[config.mk]
export PLATFORM = sky130hd
export DESIGN_NAME = rhc_host_ctrl
export DESIGN_NICKNAME = d
export VERILOG_FILES = /design/src/pkg/rhc_pkg.sv /design/src/verilog/rhc_host_ctrl.sv
export SDC_FILE = /design/constraint.sdc
export NUM_CORES = 1
export LEC_CHECK = 0
export BUFFER_PORTS_ARGS = -buffer_cell sky130_fd_sc_hd__buf_2
export CAP_MARGIN = 10
export CORE_ASPECT_RATIO = 0.8
export CORE_MARGIN = 5
export CORE_UTILIZATION = 50
export CTS_CLUSTER_DIAMETER = 100
export DETAILED_ROUTE_END_ITERATION = 10
export HOLD_SLACK_MARGIN = 0.02
export PLACE_DENSITY = 0.75
export SYNTH_ARGS = -nofsm -noshare
export SYNTH_HDL_FRONTEND = slang
export SYNTH_SLANG_ARGS = --single-unit
[constraint.sdc]
create_clock -name clk -period 5 [get_ports clk]
set_input_delay 1.25 -clock clk [delete_from_list [all_inputs] [get_ports clk]]
set_output_delay 1.25 -clock clk [all_outputs]
set_load 0.01 [all_outputs]
[src/pkg/rhc_pkg.sv]
// Purpose: shared constants for the radio host-control pin block
// Assumes: 25 MHz clock, plain register port with 8-bit addresses
// Notes: all offsets, fields and counts live here, with the reset values of the baud, threshold, timeout and packet-size registers
package rhc_pkg;
  // clock and timing
  localparam int CLK_HZ = 25000000;
  localparam int IF_TIMEOUT_FORCED_MS = 3;
  localparam int IF_TIMEOUT_FORCED_CYC = (CLK_HZ / 1000) * IF_TIMEOUT_FORCED_MS;
  localparam int POR_TIME_US = 10;
  localparam int POR_CYC = (CLK_HZ / 1000000) * POR_TIME_US;
  localparam int RST_MIN_NS = 250;
  localparam int RST_MIN_CYC = (RST_MIN_NS * (CLK_HZ / 1000000) + 999) / 1000;
  // serial settings
  localparam int FORCED_BAUD = 9600;
  localparam logic [31:0] FORCED_BAUD_W = 32'h0000_2580;
  localparam logic [7:0] DEF_PKT_SIZE = 8'h80;
  // register offsets (byte addresses)
  localparam logic [7:0] REG_CTRL = 8'h00;
  localparam logic [7:0] REG_STATUS = 8'h04;
  localparam logic [7:0] REG_BAUD = 8'h08;
  localparam logic [7:0] REG_CTS_ON = 8'h0C;
  localparam logic [7:0] REG_CTS_OFF = 8'h10;
  localparam logic [7:0] REG_RXFILL = 8'h14;
  localparam logic [7:0] REG_TIMEOUT = 8'h18;
  localparam logic [7:0] REG_PKTSIZE = 8'h1C;
  // control fields
  localparam int CTRL_RTS_EN = 0;
  localparam int CTRL_SERVER = 1;
  localparam int CTRL_SYNCED = 2;
  localparam int CTRL_SLEEP_REQ = 3;
  localparam int CTRL_RF_EN = 4;
  // status fields
  localparam int ST_FORCED = 0;
  localparam int ST_SLEEP = 1;
  localparam int ST_CMD_MODE = 2;
  localparam int ST_CTS = 3;
  localparam int ST_RF_TX_OK = 4;
  localparam int ST_RF_RX_EN = 5;
  localparam int ST_TX_OK = 6;
  localparam int ST_SLEEP_REFUSED = 7;
  localparam int ST_IN_POR = 8;
  // reset values
  localparam logic [31:0] BAUD_RST = 32'h0001_C200;
  localparam logic [8:0] CTS_ON_RST = 9'h0C0;
  localparam logic [8:0] CTS_OFF_RST = 9'h040;
  localparam logic [31:0] TIMEOUT_RST = 32'h0000_0000;
  localparam logic [7:0] PKT_RST = 8'hFF;
endpackage : rhc_pkg

[src/verilog/rhc_host_ctrl.sv]
// Purpose: host-side control and flow-control pins of a hopping radio module
// Assumes: pins are asynchronous to clk; receive-buffer fill is given by the
//   register port; reset pin has an internal pull-up when unconnected
// Notes: serial framing itself is done elsewhere; this block steers it
//   the sleep refusal flag clears when the status word is read
//
// Function
// baud-lock low at boot forces 9600 8-N-1
// baud-lock low wakes from sleep
// internal power-on reset when reset pin floats
// low pulse on reset pin resets fully
// command select low means commands, high payload
// client sync output low only when synchronised
// server holds sync output low always
// RTS gating blocks serial output unless low
// CTS high once fill reaches upper threshold
// CTS low again when fill below lower
// forced mode ignores RTS, 3 ms, receiver off
// forced mode left only through reset
// sleep refused when baud-lock already low
// command mode blocks RF transmit, keeps receive
// upper and lower thresholds give hysteresis
//
// Strobed register access and the placing of the registers were left to the implementer.
`timescale 1ns/1ns
module rhc_host_ctrl
  import rhc_pkg::*;
(
  input wire logic clk,
  input wire logic rst,
  input wire logic baud_lock_n_pin,
  input wire logic host_reset_n_pin,
  input wire logic cmd_sel_pin,
  input wire logic rts_n_pin,
  input wire logic [7:0] addr,
  input wire logic [31:0] wdata,
  input wire logic wr_en,
  input wire logic rd_en,
  output logic [31:0] rdata,
  output logic cts,
  output logic sync_n,
  output logic ser_tx_allow,
  output logic cmd_mode,
  output logic rf_tx_allow,
  output logic rf_rx_enable,
  output logic [31:0] baud_rate,
  output logic [31:0] if_timeout,
  output logic [7:0] pkt_size,
  output logic core_reset
);

  typedef enum logic [1:0] {RHC_POR, RHC_RUN, RHC_SLEEP} rhc_state_t;

  ////////////////////////////////////////////////////////////////////////////
  // shared decode helpers
  // true when a port strobe targets the given register offset
  function automatic logic reg_hit(input logic stb, input logic [7:0] a, input logic [7:0] off);
    return stb && (a == off);
  endfunction : reg_hit

  // true while the sequencer holds the block in power-on reset
  function automatic logic in_por(input rhc_state_t s);
    return s == RHC_POR;
  endfunction : in_por

  // widens a nine-bit fill or threshold value to a read word
  function automatic logic [31:0] zext9(input logic [8:0] v);
    return {23'h0, v};
  endfunction : zext9

  ////////////////////////////////////////////////////////////////////////////
  // pin synchronisers, two flops each
  // pins idle high through their pull-ups, so the flops reset to one and
  // no false host pulse or command mode appears after rst
  logic [3:0] sync1_q;
  logic [3:0] sync2_q;
  logic lock_n_s, hrst_n_s, cmd_s, rts_n_s;

  always_ff @(posedge clk) begin
    if (rst) begin
      sync1_q <= 4'hF;
      sync2_q <= 4'hF;
    end else begin
      sync1_q <= {rts_n_pin, cmd_sel_pin, host_reset_n_pin, baud_lock_n_pin};
      sync2_q <= sync1_q;
    end
  end

  assign lock_n_s = sync2_q[0];
  assign hrst_n_s = sync2_q[1];
  assign cmd_s = sync2_q[2];
  assign rts_n_s = sync2_q[3];

  ////////////////////////////////////////////////////////////////////////////
  // host reset pulse qualification
  // the counter saturates, so a pin held low keeps the block in reset;
  // glitches shorter than the minimum width are ignored
  logic [3:0] hrst_cnt_q;
  logic hrst_hit;

  // pulse resets device
  always_ff @(posedge clk) begin
    if (rst) begin
      hrst_cnt_q <= 4'h0;
    end else if (hrst_n_s) begin
      hrst_cnt_q <= 4'h0;
    end else if (hrst_cnt_q != 4'(RST_MIN_CYC)) begin
      hrst_cnt_q <= hrst_cnt_q + 4'h1;
    end
  end

  assign hrst_hit = !hrst_n_s && (hrst_cnt_q == 4'(RST_MIN_CYC));

  ////////////////////////////////////////////////////////////////////////////
  // power-on / reset sequencer
  rhc_state_t state_q;
  logic [15:0] por_cnt_q;
  logic forced_q;
  logic sleep_refused_q;
  logic [31:0] ctrl_q;
  logic sleep_req;

  assign sleep_req = reg_hit(wr_en, addr, REG_CTRL) && wdata[CTRL_SLEEP_REQ];

  // a host pulse restarts the whole power-on count, like a cold boot
  // internal power-on reset
  always_ff @(posedge clk) begin
    if (rst || hrst_hit) begin
      state_q <= RHC_POR;
      por_cnt_q <= 16'h0000;
    end else begin
      case (state_q)
        RHC_POR: begin
          if (por_cnt_q == 16'(POR_CYC - 1)) begin
            state_q <= RHC_RUN;
          end else begin
            por_cnt_q <= por_cnt_q + 16'h0001;
          end
        end
        RHC_RUN: begin
          // refuse sleep on lock
          if (sleep_req && lock_n_s) begin
            state_q <= RHC_SLEEP;
          end
        end
        RHC_SLEEP: begin
          // wake on lock
          if (!lock_n_s) begin
            state_q <= RHC_RUN;
          end
        end
        default: state_q <= RHC_POR;
      endcase
    end
  end

  // a refusal in the same cycle as a status read wins over the clear
  // record refused sleep
  always_ff @(posedge clk) begin
    if (rst || hrst_hit) begin
      sleep_refused_q <= 1'b0;
    end else if (sleep_req && !lock_n_s && state_q == RHC_RUN) begin
      sleep_refused_q <= 1'b1;
    end else if (reg_hit(rd_en, addr, REG_STATUS)) begin
      sleep_refused_q <= 1'b0;
    end
  end

  // the lock level is taken once, as the power-on count ends; later
  // changes on the pin only wake the radio or refuse sleep and never leave forced mode
  // sample lock at release
  // exit only by reset
  always_ff @(posedge clk) begin
    if (rst || hrst_hit) begin
      forced_q <= 1'b0;
    end else if (in_por(state_q) && por_cnt_q == 16'(POR_CYC - 1)) begin
      forced_q <= !lock_n_s;
    end
  end

  ////////////////////////////////////////////////////////////////////////////
  // configuration registers
  // threshold writes that would break the hysteresis are dropped, so the
  // upper level always stays above the lower one
  logic [31:0] baud_q;
  logic [8:0] cts_on_q;
  logic [8:0] cts_off_q;
  logic [8:0] rx_fill_q;
  logic [31:0] timeout_q;
  logic [7:0] pkt_q;

  always_ff @(posedge clk) begin
    if (rst || hrst_hit) begin
      ctrl_q <= 32'h0000_0000;
      baud_q <= BAUD_RST;
      cts_on_q <= CTS_ON_RST;
      cts_off_q <= CTS_OFF_RST;
      rx_fill_q <= 9'h000;
      timeout_q <= TIMEOUT_RST;
      pkt_q <= PKT_RST;
    end else if (wr_en) begin
      case (addr)
        REG_CTRL: ctrl_q <= {27'h0, wdata[4], 1'b0, wdata[2:0]}; // sleep bit self-clears
        REG_BAUD: baud_q <= wdata;
        // upper above lower
        REG_CTS_ON: if (wdata[8:0] > cts_off_q) cts_on_q <= wdata[8:0];
        REG_CTS_OFF: if (wdata[8:0] < cts_on_q) cts_off_q <= wdata[8:0];
        REG_RXFILL: rx_fill_q <= wdata[8:0];
        REG_TIMEOUT: timeout_q <= wdata;
        REG_PKTSIZE: pkt_q <= wdata[7:0];
        default: ;
      endcase
    end
  end

  ////////////////////////////////////////////////////////////////////////////
  // CTS hysteresis
  // held high through power-on so the host does not send too early;
  // between the two thresholds the previous level is kept
  always_ff @(posedge clk) begin
    if (rst || hrst_hit) begin
      cts <= 1'b1;
    end else if (in_por(state_q)) begin
      cts <= 1'b1;
    end else if (rx_fill_q >= cts_on_q) begin
      // raise at upper
      cts <= 1'b1;
    end else if (rx_fill_q < cts_off_q) begin
      // drop below lower
      cts <= 1'b0;
    end
  end

  ////////////////////////////////////////////////////////////////////////////
  // pin-derived outputs
  logic running;
  assign running = (state_q == RHC_RUN);

  // sync indicator
  // server always low
  // client low when synced
  always_ff @(posedge clk) begin
    if (rst) begin
      sync_n <= 1'b1;
    end else begin
      sync_n <= !(ctrl_q[CTRL_SERVER] || (ctrl_q[CTRL_SYNCED] && running));
    end
  end

  // serial output gating toward the host
  // RTS gating
  // forced ignores RTS
  always_ff @(posedge clk) begin
    if (rst) begin
      ser_tx_allow <= 1'b0;
    end else begin
      ser_tx_allow <= running && (forced_q || !ctrl_q[CTRL_RTS_EN] || !rts_n_s);
    end
  end

  // host byte interpretation
  // command select
  always_ff @(posedge clk) begin
    if (rst) begin
      cmd_mode <= 1'b0;
    end else begin
      cmd_mode <= !cmd_s;
    end
  end

  // radio enables; command mode stops transmit but not receive
  always_ff @(posedge clk) begin
    if (rst) begin
      rf_tx_allow <= 1'b0;
      rf_rx_enable <= 1'b0;
    end else begin
      // no RF transmit
      rf_tx_allow <= running && cmd_s && ctrl_q[CTRL_RF_EN];
      // receiver disabled forced
      rf_rx_enable <= running && !forced_q && ctrl_q[CTRL_RF_EN];
    end
  end

  // core reset held through power-on and host pulses
  always_ff @(posedge clk) begin
    if (rst) begin
      core_reset <= 1'b1;
    end else begin
      core_reset <= in_por(state_q) || hrst_hit;
    end
  end

  // forced mode overrides the stored settings without changing them
  // forced serial settings
  always_ff @(posedge clk) begin
    if (rst) begin
      baud_rate <= BAUD_RST;
      if_timeout <= TIMEOUT_RST;
      pkt_size <= PKT_RST;
    end else if (forced_q) begin
      baud_rate <= FORCED_BAUD_W;
      // three ms timeout
      if_timeout <= 32'(IF_TIMEOUT_FORCED_CYC);
      pkt_size <= DEF_PKT_SIZE;
    end else begin
      baud_rate <= baud_q;
      if_timeout <= timeout_q;
      pkt_size <= pkt_q;
    end
  end

  ////////////////////////////////////////////////////////////////////////////
  // read port, data one cycle after strobe
  // an unmapped offset reads as zero, and rdata falls back to zero
  // after the one cycle in which it stands
  logic [31:0] status_w;

  // status word assembled at the package field positions
  always_comb begin
    status_w = 32'h0000_0000;
    status_w[ST_FORCED] = forced_q;
    status_w[ST_SLEEP] = (state_q == RHC_SLEEP);
    status_w[ST_CMD_MODE] = cmd_mode;
    status_w[ST_CTS] = cts;
    status_w[ST_RF_TX_OK] = rf_tx_allow;
    status_w[ST_RF_RX_EN] = rf_rx_enable;
    status_w[ST_TX_OK] = ser_tx_allow;
    status_w[ST_SLEEP_REFUSED] = sleep_refused_q;
    status_w[ST_IN_POR] = in_por(state_q);
  end

  always_ff @(posedge clk) begin
    if (rst) begin
      rdata <= 32'h0000_0000;
    end else if (rd_en) begin
      case (addr)
        REG_CTRL: rdata <= ctrl_q;
        REG_STATUS: rdata <= status_w;
        REG_BAUD: rdata <= baud_q;
        REG_CTS_ON: rdata <= zext9(cts_on_q);
        REG_CTS_OFF: rdata <= zext9(cts_off_q);
        REG_RXFILL: rdata <= zext9(rx_fill_q);
        REG_TIMEOUT: rdata <= timeout_q;
        REG_PKTSIZE: rdata <= {24'h0, pkt_q};
        default: rdata <= 32'h0000_0000;
      endcase
    end else begin
      rdata <= 32'h0000_0000;
    end
  end

endmodule : rhc_host_ctrl

## After elaboration in Yosys (flattened, before gate mapping)

Cells that the tools add are included.

- Add/subtract/negate cells: 2
- Magnitude comparators: 4
- Equality and inequality tests: 15
- Muxes and demuxes: 10
- Bitwise logic cells: 2
- Reductions and logical operators: 42

Operators with widths:

| operator | number |
|---|---|
| $pmux W32 S8 | 1 |
| $mux W17 | 2 |
| $eq A8 B5 Y1 const B | 4 |
| $lt A9 B9 Y1 | 2 |
| $add A16 B1 Y16 const B | 1 |
| $eq A16 B8 Y1 const B | 1 |
| $eq A8 B4 Y1 const B | 2 |
| $logic_and A1 B1 Y1 | 14 |
| $reduce_and A2 Y1 | 6 |
| $ge A9 B9 Y1 | 1 |
| $gt A9 B9 Y1 | 1 |
| $reduce_and A3 Y1 | 3 |
| $eq A8 B3 Y1 const B | 1 |
| $logic_not A8 Y1 | 1 |
| $logic_not A1 Y1 | 7 |
| $mux W7 | 1 |
| $mux W2 | 3 |
| $pmux W2 S3 | 1 |
| $reduce_or A2 Y1 | 3 |
| $logic_or A1 B1 Y1 | 5 |
| $add A4 B1 Y4 const B | 1 |
| $eq A4 B3 Y1 const B | 1 |
| $ne A2 B1 Y1 const B | 2 |
| $ne A4 B3 Y1 const B | 1 |
| other kinds (8) | 10 |

- Register bits: 246
- Bits of input ports: 48
- Output and inout port bits: 111
- Logic and storage cells: 103

## Longest topological paths before layout

- Depth after elaboration: 6
- Mapped depth: 8
- Mapped depth without buffers: 7

## Least setup slack after synthesis

No wires, ideal clock.

- Path kind: input to register
- Start point: input wdata[8]
- End point: register cts_on_q[0]
- Library setup time: 132 ps
- Data arrival time: 2696 ps
- Required time: 4868 ps
- Path slack: 2172 ps
- Cell stages on the path: 6
- Path buffers: 0
- Cells stage by stage: ha_1 -> nand2_1 -> o221a_2 -> or4_4 -> o21ai_0 -> a21oi_1

- Longest elaborated chain between the ends: 2

Ends and longest elaborated chain:

| what | RTL line | source |
|---|---|---|
| start, declared | rhc_host_ctrl.sv:36 | `input wire logic [31:0] wdata,` |
| $gt A9 B9 Y1 | rhc_host_ctrl.sv:206 | `REG_CTS_ON: if (wdata[8:0] > cts_off_q) cts_on_q <= wdata[8:0];` |
| $reduce_and A3 Y1 (no line) | n/a |  |
| end signal, assigned | rhc_host_ctrl.sv:206 |  |
| end, declared | rhc_host_ctrl.sv:186 | `logic [8:0] cts_on_q;` |

Every way passes these cells.
A chain may end at the register's enable or synchronous reset.

## Worst setup path after layout

- Start point: input wdata[6]
- End point: register cts_on_q[1]

The elaborated chain is that of the path after synthesis.

==> run metrics <==
synthesis-stage register bit count 246; Synth Instances approximately 1100; Sequential Power Share 47.4%; Mapped Area approximately 0.0096 mm2; final setup TNS 0 ns; register-to-register path setup slack roughly 2.4 ns; fin. max-slew vios 0; RSZ-0062 raised after global routing false; peak supply drop roughly 0.00026 V; fraction of layout cells with a size suffix above 1 20.32%; Crit Path Category in2reg; worst r2r src cts_off_q[6]$_SDFFE_PP1P_; fmax 318.8 MHz; Top Ports 159; htree depth 1; input/output buffers between 150 and 200; Commonest cells post-synth dfxtp_1, nand2_1, a21oi_1, nor2_1, and2_1; Horiz. Die Dim between 150 and 200 um; Tcrit/Tclk final a little over three fifths; Int Power ~3300 uW; Gate power share around 3.6%; drt first pass iters 6; most common cell in the netlist dfxtp_1; worst min path class reg2reg; post-route setup slack around 1.9 ns; Clock Root Buffer clkbuf_16; wire per inst approximately 18 um; Iteration-0 DRC Markers about 860; Main synth FF type dfxtp_1; Post-Syn Nets around 1100; MaxCap Viol Count 0; Setup WS pre-CTS ~1.4 ns; Die Y 133.6 um; crit path max fanout 9; CP endpoint kind flip-flop; CP required 5.44 ns; ys async rst share 0%; worst-margin pin slew ~1.2 ns; area leader, netlist dfxtp_1; clk buf depth 3; GRT Overall Usage 23.20%; # setup viols final 0; Worst path max stage delay 0.95 ns; post-CTS setup buffers 0; CTS tree built; final core occ a little over 60%; CP cell instances buf_2, ha_1, a21oi_1, o21ai_0, a211oi_1, o21ai_0, a21oi_1; Starting Density roughly 51%; total grt overflow 0; min cycle time layout 3.137 ns; Die ar. 0.02198 mm2; status finished, final reports clean; slowest stage cell, crit path a211oi_1; library cells used by synthesis 57; switching pwr slightly below 900 uW; final setup skew roughly 0.0078 ns; Pleak between 0.004 and 0.005 uW; Clock transition at path regs approximately 0.06 ns; post-route ant nets 0; launch point of the worst path wdata[6]; hold wc startpoint sync2_q[2]$_SDFF_PP1_; Relative slew margins around a fifth; Core Rows 45; clk sinks 246; post-synthesis sequential area ratio approximately half; Post-synth EDFFs 0; Placer Congestion about 0.92; CP bufs+invs 1; Area Overhead vs Synth 19.73%; Synth top area share between 50% and 60%; Sw Ratio 21.06%; clk_lat worst skew between 0.5 and 0.6 ns; final hold slack ~0.4 ns; HPWL after detailed placement approximately 18000 um; first-pass GRT wire length slightly above 40000 um; initial antenna violation count 2; number of nets in the layout 1270; core area ~0.019 mm2; via count between 8000 and 9000; Yosys warning total 0; DRC viols 0; Avg Cell Area, Syn around 9.1 um2; CP delay by family, top compound AO/OA/AOI/OAI gates; arrival time worst endpoint around 3.6 ns; largest net degree at the start of global routing 77; hold-fix buffers at CTS 0; top post-synthesis cells by area dfxtp_1, nand2_1, a21oi_1; final number of hold-violating endpoints 0; clock buffer count from CTS 25; total power per unit cell area about 360 mW/mm2; critical path launch point type primary input; filler cell count 1597; vias per cell 5.535; total wire length around 27000 um; Clock power frac between 40% and 50%; vias in the first global route between 7000 and 8000; # resized after CTS 0
-- power groups by stage --
stage               Combinational, uW  Clock (uW)  Sequential (uW)
finish                            149        2040             1970
global route                      160        2140             1970
CTS                               146        2060             1970
detailed placement                145           0             2020
global placement                  143           0             2020
floorplan                        82.4           0             2010
-- cell type report --
type	count	area, um2	area share [%]
Inverter	24	90.09	0.7877
Multi-Input combinational cell	719	4294	37.55
Clock buffer	29	670.6	5.864
Clock inverter	14	242.7	2.123
Sequential cell	246	4925	43.06
Tap cell	258	322.8	2.823
Antenna cell	2	5.005	0.04376
Timing Repair Buffer	169	885.9	7.746
-- cell usage in the layout, fill, tap and decap left out, drive strengths merged, types with 6 or more instances in the layout --
master and instances:
dfxtp 246, nand2 170, buf 169, a21oi 100
nor2 89, and2 50, nand3 45, ha 37
o21ai 32, clkbuf 29, a22oi 27, inv 24
mux2i 21, a21o 16, nor3 13, or2 11
nand4 9, xnor2 8, nor2b 7, mux4 7
a31oi 7, a211oi 7, nand2b 6, xor2 6
bufinv 6
-- state kept, by name (all words and copies together), names as in the netlist, 4 cells and up --
signal,flops
hrst_cnt_q,4
pkt_q,8
timeout_q,32
baud_q,32
cts_on_q,9
sync1_q,4
cts_off_q,9
rdata,32
por_cnt_q,16
if_timeout,32
sync2_q,4
baud_rate,32
pkt_size,8
ctrl_q,4
rx_fill_q,9
-- metrics by stage --
stage	std cells	instance area, um2	power, uW
after floorplan	1053	9552	2097
after global placement	1416	10520	2159
final	1461	11440	4164
after global routing	1461	11440	4274
after CTS	1459	11430	4180
after detailed placement	1416	10520	2161
-- metal layers --
metal	GRT usage (%)	wire length [um]	part of all wire, %
met4	7.760	888	3.4
met3	4.238	2356	8.9
met1	33.07	11570	44
met2	35.55	11690	44
met5	0	0	0
-- final timing paths --
check | endpoint | depth (start not counted)
worst max-delay path | cts_on_q[1]$_SDFFE_PP0P_ | 7
worst max register to register | cts_on_q[1]$_SDFFE_PP0P_ | 7
worst min-delay path | cmd_mode$_SDFF_PP0_ | 1
worst min register to register | cmd_mode$_SDFF_PP0_ | 1
-- kinds of logic (layout without fill, tap and decap cells) --
kind of cell / Yosys count / in the layout / synth area share, %
and+or+nand+nor: 426 / 426 / 20.93
DFF: 246 / 246 / 51.56
AOI/OAI and AO/OA: 213 / 213 / 13.73
buffers and inverters: 88 / 236 / 3.681
adders and majority gates: 37 / 37 / 4.847
muxes: 29 / 29 / 3.969
xor gates and xnor gates: 14 / 14 / 1.284
other: 0 / 2 / 0
Note: power is estimated with default switching activity, not from simulation.
